[config.mk]
export PLATFORM = sky130hd
export DESIGN_NAME = pdi_power_diag
export DESIGN_NICKNAME = d
export VERILOG_FILES = /design/src/design/pdi_pkg.sv /design/src/design/pdi_power_diag.sv
export VERILOG_INCLUDE_DIRS = /design/src /design/src/design
export SDC_FILE = /design/constraint.sdc
export NUM_CORES = 1
export LEC_CHECK = 0
export ABC_CLOCK_PERIOD_IN_PS = 2300
export BUFFER_PORTS_ARGS = -buffer_cell sky130_fd_sc_hd__buf_2
export CAP_MARGIN = 5
export CORE_MARGIN = 5
export CORE_UTILIZATION = 53
export CTS_BUF_LIST = sky130_fd_sc_hd__clkbuf_4 sky130_fd_sc_hd__clkbuf_8
export CTS_CLUSTER_SIZE = 40
export DETAILED_ROUTE_END_ITERATION = 10
export GPL_ROUTABILITY_DRIVEN = 0
export PLACE_DENSITY_LB_ADDON = 0.3
export SETUP_SLACK_MARGIN = 0.02
export SYNTH_ARGS = -nofsm -noshare
export SYNTH_HDL_FRONTEND = slang
export SYNTH_SLANG_ARGS = --single-unit
[constraint.sdc]
create_clock -name clk -period 2.3 [get_ports clk]
set_input_delay 0.115 -clock clk [delete_from_list [all_inputs] [get_ports clk]]
set_output_delay 0.115 -clock clk [all_outputs]
set_load 0.02 [all_outputs]
[src/design/pdi_defines.svh]
`ifndef PDI_DEFINES_SVH
`define PDI_DEFINES_SVH

// Register byte offsets
`define PDI_OFF_MON_CTRL 12'h000
`define PDI_OFF_LEVEL 12'h004
`define PDI_OFF_VSET 12'h008
`define PDI_OFF_EXT_NOM 12'h00c
`define PDI_OFF_FLAGS 12'h010
`define PDI_OFF_MASK 12'h014
`define PDI_OFF_STATUS 12'h018
`define PDI_OFF_CONV 12'h01c

// Monitor control fields
`define PDI_MON_EN_LSB 0
`define PDI_MON_MODE_BIT 8

// Level register fields
`define PDI_LVL_BUCK_W_LSB 0
`define PDI_LVL_BOOST_W_LSB 4
`define PDI_LVL_BOOST_VOLTAGE_SETTING_LSB 6
`define PDI_LVL_SUP_NOM_BIT 8
`define PDI_LVL_SUP_W_BIT 9
`define PDI_LVL_EXT_W_LSB 10

// Flag, status and mask bit positions
`define PDI_FLG_OC_LSB 0
`define PDI_FLG_SC_LSB 3
`define PDI_FLG_WARN 6
`define PDI_FLG_TSD 7
`define PDI_FLG_OVP 8
`define PDI_FLG_RST 9
`define PDI_FLG_PG_LSB 10
`define PDI_GRP_BUCK 16
`define PDI_GRP_BOOST 17
`define PDI_GRP_DIAG 18
`define PDI_STS_NEG_LSB 24
`define PDI_MSK_PGF_LSB 16
`define PDI_MSK_WRITABLE 16'hfe47

// Converter control fields
`define PDI_CONV_EN_LSB 0
`define PDI_CONV_GPO_LSB 4
`define PDI_CONV_SHDN_BIT 8

// Reset values
`define PDI_RST_MON_CTRL 9'h000
`define PDI_RST_LEVEL 14'h0000
`define PDI_RST_VSET 16'h0000
`define PDI_RST_EXT_NOM 16'h0000
`define PDI_RST_MASK 22'h000000
`define PDI_RST_CONV 3'h0
`define PDI_RST_GPO 2'h0

// Timing
`define PDI_CLK_PERIOD_NS 10
`define PDI_ILIM_DEB_NS 20000
`define PDI_SHORT_DEB_NS 1000000
`define PDI_ILIM_DEB_CYC ((`PDI_ILIM_DEB_NS + `PDI_CLK_PERIOD_NS - 1) / `PDI_CLK_PERIOD_NS)
`define PDI_SHORT_DEB_CYC ((`PDI_SHORT_DEB_NS + `PDI_CLK_PERIOD_NS - 1) / `PDI_CLK_PERIOD_NS)

`endif

[src/design/pdi_pkg.sv]
package pdi_pkg;
   // Monitored rail order used by every per-rail vector
   typedef enum logic [2:0]
   {
      RAIL_BUCK0 = 3'h0,
      RAIL_BUCK1 = 3'h1,
      RAIL_BOOST = 3'h2,
      RAIL_SUPPLY = 3'h3,
      RAIL_EXT_A = 3'h4,
      RAIL_EXT_B = 3'h5
   } pdi_rail_t;

   typedef logic [5:0] pdi_rail_vec_t;
   typedef logic [15:0] pdi_flag_vec_t;
endpackage

[src/design/pdi_power_diag.sv]
`timescale 1ns/10ps
`include "pdi_defines.svh"

module pdi_power_diag
#(
   parameter int SHORT_CYCLES = `PDI_SHORT_DEB_CYC,
   parameter int ILIM_CYCLES = `PDI_ILIM_DEB_CYC,
   parameter int VSET_W = 8,
   parameter int EXT_NOM_W = 8
)
(
   // Clock and reset
   input wire logic clk,
   input wire logic resetn,
   // APB slave
   input wire logic psel,
   input wire logic penable,
   input wire logic pwrite,
   input wire logic [11:0] paddr,
   input wire logic [31:0] pwdata,
   output logic [31:0] prdata,
   output logic pready,
   output logic pslverr,
   // Analog monitor comparators, one per rail
   input wire logic [5:0] railUnder,
   input wire logic [5:0] railOver,
   // Protection detectors
   input wire logic [1:0] buckIlim,
   input wire logic boostIlim,
   input wire logic [1:0] buckLowVout,
   input wire logic boostShort,
   input wire logic hotWarn,
   input wire logic hotShutdown,
   input wire logic inputOv,
   input wire logic [2:0] negIlim,
   input wire logic supplyUvlo,
   input wire logic startupDone,
   // Monitor configuration to the comparators
   output logic [5:0] monitorEnable,
   output logic ovUvModeSel,
   output logic [2*VSET_W-1:0] buckVoltageSetting,
   output logic [3:0] buckMonitorWidth,
   output logic [1:0] boostVoltageSetting,
   output logic [1:0] boostMonitorWidth,
   output logic supplyNominalSel,
   output logic supplyMonitorWidth,
   output logic [2*EXT_NOM_W-1:0] extMonitorNominal,
   output logic [3:0] extMonitorWidth,
   // Converter and pin control
   output logic [2:0] convEnable,
   output logic [1:0] generalOutputs,
   output logic deviceShutdown,
   output logic irq_out_n
);

   localparam int SC_W = $clog2(SHORT_CYCLES + 1);
   localparam int IL_W = $clog2(ILIM_CYCLES + 1);

   logic [8:0] monCtrl_q;
   logic [13:0] level_q;
   logic [2*VSET_W-1:0] vset_q;
   logic [2*EXT_NOM_W-1:0] extNom_q;
   pdi_pkg::pdi_flag_vec_t flags_q, flags_d;
   logic [21:0] mask_q;
   logic [2:0] conv_q, conv_d;
   logic [1:0] gpo_q, gpo_d;
   pdi_pkg::pdi_rail_vec_t pgState_q, pgRise_q, pgFall_q;
   logic shdn_q, irqN_q, ready_q, slvErr_q;
   logic [31:0] rdata_q;
   logic [SC_W-1:0] scCnt_q [2];
   logic [IL_W-1:0] ilCnt_q [2];

   // APB decode; one access cycle, read data captured in setup
   wire setup = psel & ~penable;
   wire wrEn = psel & penable & pready & pwrite;
   wire selMon = paddr == `PDI_OFF_MON_CTRL;
   wire selLvl = paddr == `PDI_OFF_LEVEL;
   wire selVset = paddr == `PDI_OFF_VSET;
   wire selExt = paddr == `PDI_OFF_EXT_NOM;
   wire selFlg = paddr == `PDI_OFF_FLAGS;
   wire selMsk = paddr == `PDI_OFF_MASK;
   wire selSts = paddr == `PDI_OFF_STATUS;
   wire selConv = paddr == `PDI_OFF_CONV;
   wire mapped = selMon | selLvl | selVset | selExt | selFlg | selMsk | selSts | selConv;

   // Power-good evaluation
   wire modeBoth = monCtrl_q[`PDI_MON_MODE_BIT];
   wire [5:0] monEn = monCtrl_q[5:0];
   wire [5:0] pgNow = monEn & ~railUnder & ~({6{modeBoth}} & railOver);
   wire [5:0] pgRiseEv = monEn & pgNow & ~pgState_q;
   wire [5:0] pgFallEv = monEn & ~pgNow & pgState_q;

   // Debounced protection conditions
   logic [1:0] ilimAct, scEv;
   genvar g;
   generate
      for (g = 0; g < 2; g++)
      begin : g_buck
         assign ilimAct[g] = buckIlim[g] && ilCnt_q[g] == IL_W'(ILIM_CYCLES - 1);
         assign scEv[g] = conv_q[g] & buckLowVout[g] && scCnt_q[g] == SC_W'(SHORT_CYCLES - 1);
         always_ff @(posedge clk or negedge resetn)
         begin
            if (!resetn)
               ilCnt_q[g] <= '0;
            else if (!buckIlim[g])
               ilCnt_q[g] <= '0;
            else if (!ilimAct[g])
               ilCnt_q[g] <= ilCnt_q[g] + IL_W'(1);
         end
         // Covers both the start-up check and a later collapse of the output
         always_ff @(posedge clk or negedge resetn)
         begin
            if (!resetn)
               scCnt_q[g] <= '0;
            else if (!(conv_q[g] & buckLowVout[g]) || scEv[g])
               scCnt_q[g] <= '0;
            else
               scCnt_q[g] <= scCnt_q[g] + SC_W'(1);
         end
      end
   endgenerate

   // Level sources keep re-setting, so a clear cannot win while active
   wire killAll = hotShutdown | inputOv;
   wire [2:0] ocLive = {boostIlim, ilimAct};
   wire [15:0] setEv = {pgRiseEv | pgFallEv, startupDone, inputOv, hotShutdown, hotWarn,
      boostShort, scEv, ocLive};
   wire [15:0] clrReq = (wrEn & selFlg) ? pwdata[15:0] : 16'h0000;

   always_comb
   begin
      flags_d = setEv | (flags_q & ~clrReq);
      conv_d = (wrEn & selConv) ? pwdata[`PDI_CONV_EN_LSB +: 3] : conv_q;
      conv_d = conv_d & ~{boostShort, scEv} & ~{3{killAll}};
      gpo_d = (wrEn & selConv) ? pwdata[`PDI_CONV_GPO_LSB +: 2] : gpo_q;
      gpo_d = gpo_d & ~{2{killAll}};
   end

   // Rise and fall causes are tracked so each has its own mask
   wire [5:0] pgFlag = flags_q[`PDI_FLG_PG_LSB +: 6];
   wire [5:0] pgRise_d = pgRiseEv | (pgRise_q & ~clrReq[`PDI_FLG_PG_LSB +: 6]);
   wire [5:0] pgFall_d = pgFallEv | (pgFall_q & ~clrReq[`PDI_FLG_PG_LSB +: 6]);
   wire [9:0] plainPend = flags_q[9:0] & ~mask_q[9:0];
   wire pending = |plainPend | |(pgRise_q & ~mask_q[15:10]) | |(pgFall_q & ~mask_q[21:16]);

   wire grpBuck = |{flags_q[1:0], flags_q[4:3], pgFlag[1:0]};
   wire grpBoost = flags_q[2] | flags_q[5] | pgFlag[2];
   wire grpDiag = |pgFlag[5:3];
   wire [31:0] flagRd = {13'h0000, grpDiag, grpBoost, grpBuck, flags_q};
   wire [31:0] stsRd = {5'h00, negIlim, 8'h00, pgState_q, 1'b0, inputOv, hotShutdown, hotWarn,
      3'h0, ocLive};
   wire [31:0] convRd = {23'h000000, shdn_q, 2'h0, gpo_q, 1'b0, conv_q};
   wire [31:0] rdMux =
      selMon ? {23'h000000, monCtrl_q} :
      selLvl ? {18'h00000, level_q} :
      selVset ? 32'(vset_q) :
      selExt ? 32'(extNom_q) :
      selFlg ? flagRd :
      selMsk ? {10'h000, mask_q} :
      selSts ? stsRd :
      selConv ? convRd : 32'h00000000;

   always_ff @(posedge clk or negedge resetn)
   begin
      if (!resetn)
      begin
         ready_q <= 1'b0;
         slvErr_q <= 1'b0;
         rdata_q <= 32'h00000000;
      end
      else
      begin
         ready_q <= setup;
         slvErr_q <= setup & ~mapped;
         if (setup)
            rdata_q <= pwrite ? 32'h00000000 : rdMux;
      end
   end

   // Configuration registers; lockout returns them to defaults
   always_ff @(posedge clk or negedge resetn)
   begin
      if (!resetn)
      begin
         monCtrl_q <= `PDI_RST_MON_CTRL;
         level_q <= `PDI_RST_LEVEL;
         vset_q <= (2*VSET_W)'(`PDI_RST_VSET);
         extNom_q <= (2*EXT_NOM_W)'(`PDI_RST_EXT_NOM);
         mask_q <= `PDI_RST_MASK;
      end
      else if (supplyUvlo)
      begin
         monCtrl_q <= `PDI_RST_MON_CTRL;
         level_q <= `PDI_RST_LEVEL;
         vset_q <= (2*VSET_W)'(`PDI_RST_VSET);
         extNom_q <= (2*EXT_NOM_W)'(`PDI_RST_EXT_NOM);
         mask_q <= `PDI_RST_MASK;
      end
      else if (wrEn)
      begin
         if (selMon)
            monCtrl_q <= pwdata[8:0];
         if (selLvl)
            level_q <= pwdata[13:0];
         if (selVset)
            vset_q <= pwdata[2*VSET_W-1:0];
         if (selExt)
            extNom_q <= pwdata[2*EXT_NOM_W-1:0];
         if (selMsk)
            mask_q <= pwdata[21:0] & {6'h3f, `PDI_MSK_WRITABLE};
      end
   end

   // Event state
   always_ff @(posedge clk or negedge resetn)
   begin
      if (!resetn)
      begin
         flags_q <= 16'h0000;
         pgState_q <= 6'h00;
         pgRise_q <= 6'h00;
         pgFall_q <= 6'h00;
         conv_q <= `PDI_RST_CONV;
         gpo_q <= `PDI_RST_GPO;
         shdn_q <= 1'b0;
         irqN_q <= 1'b1;
      end
      else if (supplyUvlo)
      begin
         flags_q <= 16'h0000;
         pgState_q <= 6'h00;
         pgRise_q <= 6'h00;
         pgFall_q <= 6'h00;
         conv_q <= `PDI_RST_CONV;
         gpo_q <= `PDI_RST_GPO;
         shdn_q <= 1'b1;
         irqN_q <= 1'b1;
      end
      else
      begin
         flags_q <= flags_d;
         pgState_q <= pgNow;
         pgRise_q <= pgRise_d;
         pgFall_q <= pgFall_d;
         conv_q <= conv_d;
         gpo_q <= gpo_d;
         shdn_q <= 1'b0;
         irqN_q <= ~pending;
      end
   end

   assign prdata = rdata_q;
   assign pready = ready_q;
   assign pslverr = slvErr_q;
   assign monitorEnable = monCtrl_q[5:0];
   assign ovUvModeSel = monCtrl_q[`PDI_MON_MODE_BIT];
   assign buckVoltageSetting = vset_q;
   assign buckMonitorWidth = level_q[`PDI_LVL_BUCK_W_LSB +: 4];
   assign boostMonitorWidth = level_q[`PDI_LVL_BOOST_W_LSB +: 2];
   assign boostVoltageSetting = level_q[`PDI_LVL_BOOST_VOLTAGE_SETTING_LSB +: 2];
   assign supplyNominalSel = level_q[`PDI_LVL_SUP_NOM_BIT];
   assign supplyMonitorWidth = level_q[`PDI_LVL_SUP_W_BIT];
   assign extMonitorNominal = extNom_q;
   assign extMonitorWidth = level_q[`PDI_LVL_EXT_W_LSB +: 4];
   assign convEnable = conv_q;
   assign generalOutputs = gpo_q;
   assign deviceShutdown = shdn_q;
   assign irq_out_n = irqN_q;

   // Checks
   AST_IRQ_ASSERT: assert property (@(posedge clk) disable iff (!resetn)
      pending && !supplyUvlo |=> !irq_out_n)
      else $error("interrupt not driven low for pending flag");
   AST_IRQ_RELEASE: assert property (@(posedge clk) disable iff (!resetn)
      $rose(irq_out_n) && !$past(supplyUvlo) |-> !$past(pending))
      else $error("interrupt released while flag pending");
   AST_DISABLED_SILENT: assert property (@(posedge clk) disable iff (!resetn)
      ((pgRiseEv | pgFallEv) & ~monitorEnable) == 6'h00)
      else $error("disabled monitor raised an event");
   AST_UV_ONLY_MODE: assert property (@(posedge clk) disable iff (!resetn)
      !ovUvModeSel && monitorEnable[0] && !railUnder[0] |-> pgNow[0])
      else $error("overvoltage seen in undervoltage-only mode");
   AST_COMMON_MODE: assert property (@(posedge clk) disable iff (!resetn)
      ovUvModeSel && monitorEnable[5] && railOver[5] |-> !pgNow[5])
      else $error("window mode not applied to rail");
   AST_BUCK_SHORT: assert property (@(posedge clk) disable iff (!resetn || supplyUvlo)
      scEv[0] |=> !convEnable[0] && flags_q[`PDI_FLG_SC_LSB])
      else $error("buck short did not disable and flag");
   AST_BOOST_SHORT: assert property (@(posedge clk) disable iff (!resetn || supplyUvlo)
      boostShort |=> !convEnable[2] && flags_q[5] && grpBoost)
      else $error("boost short did not disable and flag");
   AST_HOT_SHUTDOWN: assert property (@(posedge clk) disable iff (!resetn || supplyUvlo)
      hotShutdown |=> convEnable == 3'h0 && generalOutputs == 2'h0 && flags_q[`PDI_FLG_TSD])
      else $error("thermal shutdown not applied");
   AST_INPUT_OV: assert property (@(posedge clk) disable iff (!resetn || supplyUvlo)
      inputOv ##1 inputOv |-> convEnable == 3'h0 && generalOutputs == 2'h0 && flags_q[`PDI_FLG_OVP])
      else $error("input overvoltage not applied");
   AST_WARN_STICKY: assert property (@(posedge clk) disable iff (!resetn || supplyUvlo)
      hotWarn |=> flags_q[`PDI_FLG_WARN] && convEnable == $past(conv_d))
      else $error("thermal warning flag cleared while hot");
   AST_BOOST_OC: assert property (@(posedge clk) disable iff (!resetn || supplyUvlo)
      boostIlim |=> flags_q[2] && grpBoost)
      else $error("boost current limit flag missing");
   AST_BUCK_OC_DEBOUNCE: assert property (@(posedge clk) disable iff (!resetn)
      ilimAct[0] |-> $past(buckIlim[0], 1) && ilCnt_q[0] == IL_W'(ILIM_CYCLES - 1))
      else $error("buck current limit flagged before debounce");
   AST_RESET_FLAG: assert property (@(posedge clk) disable iff (!resetn || supplyUvlo)
      startupDone |=> flags_q[`PDI_FLG_RST])
      else $error("reset-occurred flag not set");
   AST_UVLO: assert property (@(posedge clk) disable iff (!resetn)
      supplyUvlo |=> deviceShutdown && convEnable == 3'h0 && flags_q == 16'h0000)
      else $error("lockout did not shut the device down");

   COV_IRQ: cover property (@(posedge clk) disable iff (!resetn) $fell(irq_out_n));
   COV_SHORT: cover property (@(posedge clk) disable iff (!resetn) scEv[0]);
   COV_PG_RISE: cover property (@(posedge clk) disable iff (!resetn) |pgRiseEv);
   COV_CLEAR: cover property (@(posedge clk) disable iff (!resetn) $rose(irq_out_n));

endmodule

Yosys cells after proc, flatten, opt, wreduce, memory -nomap -nowiden --
Cells that the tools add are included.
Operators by class: add/sub/neg operators 4, equality and inequality tests 13, mux-type cells 41, bitwise operators 56, reduce and logical (&&, ||, !) cells 25
Operator list (number):
- 2-to-1 mux 27 bit | 8
- 2-to-1 mux 16 bit | 8
- AND 6 bit | 11
- 2-to-1 mux 22 bit | 3
- equality test 12 x 5 -> 1 bit (second input constant) | 4
- 2-to-1 mux 11 bit | 4
- 2-to-1 mux 14 bit | 3
- NOT 6 bit | 7
- 2-to-1 mux 9 bit | 4
- adder 17 x 1 -> 17 bit (second input constant) | 2
- equality test 17 bit (second input constant) | 2
- 2-to-1 mux 17 bit | 2
- equality test 12 x 4 -> 1 bit (second input constant) | 2
- adder 11 x 1 -> 11 bit (second input constant) | 2
- equality test 11 bit (second input constant) | 2
- 2-to-1 mux 6 bit | 3
- OR 6 bit | 3
- OR reduction 6 bit | 3
- AND 16 bit | 1
- NOT 16 bit | 1
- OR 16 bit | 1
- equality test 12 x 3 -> 1 bit (second input constant) | 1
- zero test 12 bit | 1
- OR 1 bit | 12
- 19 further kinds | 49
Word-level totals: flip-flop bits (word level) 208, bits of input ports 75, logic and storage cells 159

Longest topological paths before layout --
depth in word-level cells 10, depth in mapped cells 8, mapped depth without buffers 6

Worst setup path before layout --
OpenSTA, ideal clock, no wires.
path kind flip-flop to flip-flop, from register scCnt_q[11] (netlist bit), to register scCnt_q[8] (netlist bit), setup time 119 ps, data arrival time 2060 ps, required time 2181 ps, path slack 121 ps, stages on the path, launching flop included 7, clock period less this slack 2179 ps, cell sequence dfrtp_1 or4_1 or4_1 nor4_2 nand3b_2 buf_4 nor2_1
On the way: cells in the longest elaborated chain, start to end 4
Ends and longest elaborated chain:
- start: declaration | RTL line pdi_power_diag.sv:70 | logic [SC_W-1:0] scCnt_q [2];
- start signal: indexed assignment | RTL line pdi_power_diag.sv:118 | scCnt_q[g] <= scCnt_q[g] + SC_W'(1);
- equality test 17 bit | RTL line pdi_power_diag.sv:100 | assign scEv[g] = conv_q[g] & buckLowVout[g] && scCnt_q[g] == SC_W'(SHORT_CYCLES - 1);
- logical AND 1 bit | RTL line pdi_power_diag.sv:100
- logical OR 1 bit | RTL line pdi_power_diag.sv:115 | else if (!(conv_q[g] & buckLowVout[g]) || scEv[g])
- 2-to-1 mux 17 bit | RTL line pdi_power_diag.sv:115
Every way passes these cells. A chain may end at the register's enable or synchronous reset.

Final worst setup path --
from register ilCnt_q[11] (netlist bit), to register rdata_q[0] (netlist: prdata[0])
On the way: cells in the longest elaborated chain, start to end 10
Ends and longest elaborated chain:
- start: declaration | RTL line pdi_power_diag.sv:71 | logic [IL_W-1:0] ilCnt_q [2];
- start signal: indexed assignment | RTL line pdi_power_diag.sv:108 | ilCnt_q[g] <= ilCnt_q[g] + IL_W'(1);
- equality test 11 bit | RTL line pdi_power_diag.sv:99 | assign ilimAct[g] = buckIlim[g] && ilCnt_q[g] == IL_W'(ILIM_CYCLES - 1);
- logical AND 1 bit | RTL line pdi_power_diag.sv:99
- 2-to-1 mux 27 bit | RTL line pdi_power_diag.sv:160 | selSts ? stsRd :
- 2-to-1 mux 27 bit | RTL line pdi_power_diag.sv:159 | selMsk ? {10'h000, mask_q} :
- 2-to-1 mux 27 bit | RTL line pdi_power_diag.sv:158 | selFlg ? flagRd :
- 2-to-1 mux 27 bit | RTL line pdi_power_diag.sv:157 | selExt ? 32'(extNom_q) :
- 2-to-1 mux 27 bit | RTL line pdi_power_diag.sv:156 | selVset ? 32'(vset_q) :
- 2-to-1 mux 27 bit | RTL line pdi_power_diag.sv:155 | selLvl ? {18'h00000, level_q} :
- 2-to-1 mux 27 bit | RTL line pdi_power_diag.sv:154 | selMon ? {23'h000000, monCtrl_q} :
- 2-to-1 mux 27 bit | RTL line pdi_power_diag.sv:176 | rdata_q <= pwrite ? 32'h00000000 : rdMux;
- end signal: assignment | RTL line pdi_power_diag.sv:176
- end: declaration | RTL line pdi_power_diag.sv:69 | logic [31:0] rdata_q;
Every way passes these cells.

==> key figures <==
GRT
  • Global Route met3 Usage: approximately 7%
  • Grt met2 use: a little over two fifths
  • Vias in the first global route: roughly 8500
  • Largest net degree at the start of global routing: 75
  • Global Route Usage Sum: between 20% and 30%
  • M1 GR Usage: 40.7%
  • Gr busiest metal: met2
  • GR Overflow Total: 0
  • First-pass GRT wire length: approximately 47000 um
  • Initial antenna violation count: 1

Timing
  • Worst-margin pin slew: roughly 0.77 ns
  • Total negative slack: 0 ns
  • F_max: 453 MHz
  • Final hold violation count: 0
  • Skew final: between 0.015 and 0.02 ns
  • Relative slew slack: roughly half
  • Final period util: between 90% and 100%
  • Final slew viol count: 0
  • RSZ-0062 raised after global routing: no
  • Fin crit period: between 2 and 2.5 ns
  • Endpoints failing setup: 0

Run status
  • Status: finished clean

Floorplanning
  • I/O pins: about 170
  • Initial core utilization: between 50 and 60%
  • Die extent in x: ~140 um
  • Die Area: approximately 0.021 mm^2
  • Core ar.: 0.0179 mm^2
  • Die H: 145 um
  • Site Rows: between 40 and 50

Power and ir drop
  • Power Density: around 530 mW/mm^2
  • Static Leakage: about 5.2 nW
  • Tot Pwr: between 6 and 7 mW
  • Maximum vdd drop: between 0.4 and 0.5 mV

Logic synthesis
  • EDFF count, synth: 0
  • Synth area leader: dfrtp_1
  • Ranking of synthesized cells by area: dfrtp_1, nand2_1, a21oi_1, nor2_1, o21ai_0
  • Yosys reg bits: ~200
  • Sequential-to-total area share from yosys stat: roughly half
  • Syn Area/Cell: around 9.2 um^2
  • Cell variety after synth: just over 70
  • Cells after Synth: 1052
  • YS warnings: 0
  • Syn Std Cell Area: roughly 0.0096 mm^2
  • Ys async rst share: 100%
  • Post-synth top area share: between 50% and 60%
  • Ys flop type: dfrtp_1

Clock network
  • Clock sinks: a little under 200
  • CTS max path bufs: 2
  • Clock transition at path regs: roughly 0.1 ns
  • TritonCTS buffer count: 17
  • Post-CTS setup buffers: 0
  • CTS tree: yes
  • Clock root buffer: clkbuf_8
  • Clock Latency Late Sink: about 0.48 ns
  • CTS H-tree depth: 4

Setup path
  • Critical Path Max Stage Delay: 0.58 ns
  • Worst EP arrival: around 2.6 ns
  • CP Launch Type: flip-flop
  • Max stage delay cell, worst path: a2111oi_0
  • Max FO, Critical Path: 4
  • Crit-path cells: ha_1, nand3_1, or3_1, a2111oi_0, a311oi_1, o21ai_0
  • CP required: between 2 and 3 ns
  • Critical path type: flip-flop to flip-flop
  • CP Capture Type: flip-flop

Layout
  • Nets: approximately 1300
  • Sequential cell area: 0.00491 mm^2
  • Fraction of layout cells with a size suffix above 1: around 20%
  • Multi-input gate area: 0.00437 mm^2
  • Filler cells: approximately 1500
  • Area growth syn-to-layout: 21.4%
  • Non-filler cells, final: between 1500 and 2000

Placed design
  • Cells after DPL: approximately 1400
  • HPWL Detailed: between 20000 and 25000 um
  • IO Port Bufs: around 150

Drt
  • Post-Route WL: approximately 30000 um
  • Antenna-violating nets left: 0
  • DRC: 0
  • DR WL/cell: approximately 20 um
  • Avg Vias per Cell: 5.96
  • Initial DRC count: 1095
  • First-pass DRT Iterations: 6
  • Via count: roughly 9000

Worst hold path
  • Class of the worst hold path: input port to flip-flop

Flow run
  • Max-cap violations: 0
## area by class of cell
type | count | share of cell area, %
Sequential cell | 196 | 42.0
Multi-Input combinational cell | 770 | 37.3
Timing Repair Buffer | 244 | 13.8
Tap cell | 229 | 2.45
Clock buffer | 17 | 2.00
Clock inverter | 15 | 1.41
Inverter | 31 | 0.995
Antenna cell | 2 | 0.0428
## power breakdown
| group | internal, mW | leakage (nW) | switching, mW |
|---|---|---|---|
| clock network | 0.909 | 0.197 | 1.36 |
| logic | 0.153 | 2.32 | 0.294 |
| registers | 3.46 | 2.72 | 0.0202 |
## logic make-up (layout without fill, tap and decap cells)
family	after synthesis	after routing	share of synthesized area [%]
muxes	7	7	0.740
buffers and inverters	93	307	4.48
adders and majority gates	4	4	0.520
other	1	9	0.0389
and+or+nand+nor	472	473	24.3
DFF	196	196	50.9
xor gates and xnor gates	42	42	3.82
AOI/OAI and AO/OA	237	237	15.2
## cells in the final DEF (no fill, tap or decap), types with 17 or more instances in the layout
master and n:
xnor2_1 21, buf_4 43, clkbuf_8 18, dfrtp_1 195
o21ai_0 40, inv_1 31, and2_1 17, nand3_1 22
dlygate4sd3_1 49, nor2_1 74, nand4_1 17, a21oi_1 106
nand2_1 230, buf_2 149, xor2_1 21
## timing repair
| action | CTS | global route |
|---|---|---|
| hold buffers | 49 | 0 |
| setup endpoints to repair | 0 | 16 |
| hold endpoints to repair | 193 | 0 |
| gates resized for setup | 0 | 3 |
## per-stage QoR
step           util [%]  setup slack, ns  cell area, um^2  hold WS (ns)
3_3_place_gp       60.1           0.0812            10800         0.189
5_1_grt            65.3           0.0322            11700        0.0131
6_report           65.3           0.0921            11700        0.0371
2_1_floorplan         -            0.121             9650        -0.181
3_5_place_dp       60.1           0.0634            10800         0.187
4_1_cts            65.1           0.0386            11600       0.00269
## registers in the layout, summed over array words and instances, names as in the netlist, 2 cells and up
register	count
scCnt_q	34
pgFall_q	6
prdata	25
convEnable	3
monCtrl_q	9
generalOutputs	2
ilCnt_q	22
buckVoltageSetting	16
flags_q	16
pgRise_q	6
level_q	14
extMonitorNominal	16
pgState_q	6
mask_q	17
## cells in the mapped netlist, drive strengths merged (7+ instances only)
| master | instances |
|---|---|
| inv | 31 |
| a22o | 7 |
| nor3 | 11 |
| and4 | 10 |
| nand3b | 8 |
| nand2 | 230 |
| a31oi | 8 |
| or3 | 9 |
| buf | 25 |
| xor2 | 21 |
| nor4 | 16 |
| clkbuf | 37 |
| o21ai | 41 |
| nand4 | 18 |
| a21oi | 112 |
| nor2b | 15 |
| a22oi | 8 |
| xnor2 | 21 |
| dfrtp | 195 |
| and2 | 17 |
| and3 | 13 |
| nand2b | 10 |
| nor2 | 75 |
| a221oi | 12 |
| o22ai | 8 |
| nand3 | 22 |
## per-layer routing
layer,up-vias,routed length [um]
met1,4256,12500
met2,533,13500
met3,96,3120
li1,4076,-
met4,0,1040
met5,-,0
## critical path: cells and delay by family, from the launching register on
kind | cells | cell delay [ns]
AO/OA/AOI/OAI | 3 | 0.94
adder cells (fa/ha/maj) | 1 | 0.20
flip-flops | 1 | 0.40
AND/OR/NAND/NOR | 2 | 0.59
## path summary, 6_finish.rpt
check | cells past startpoint | slack, ns | startpoint | end
worst max-delay path | 6 | 0.09 | ilCnt_q[11] | prdata[0]
worst min-delay path | 4 | 0.04 | railOver[3] | pgRise_q[3]
worst max register to register | 6 | 0.09 | ilCnt_q[11] | prdata[0]
worst min register to register | 1 | 0.51 | prdata[20] | prdata[20]
max in group asynchronous | 3 | 1.33 | resetn | irq_out_n
min in group asynchronous | 2 | 0.20 | resetn | buckVoltageSetting[2]
Power figures use the tool's default switching activity.
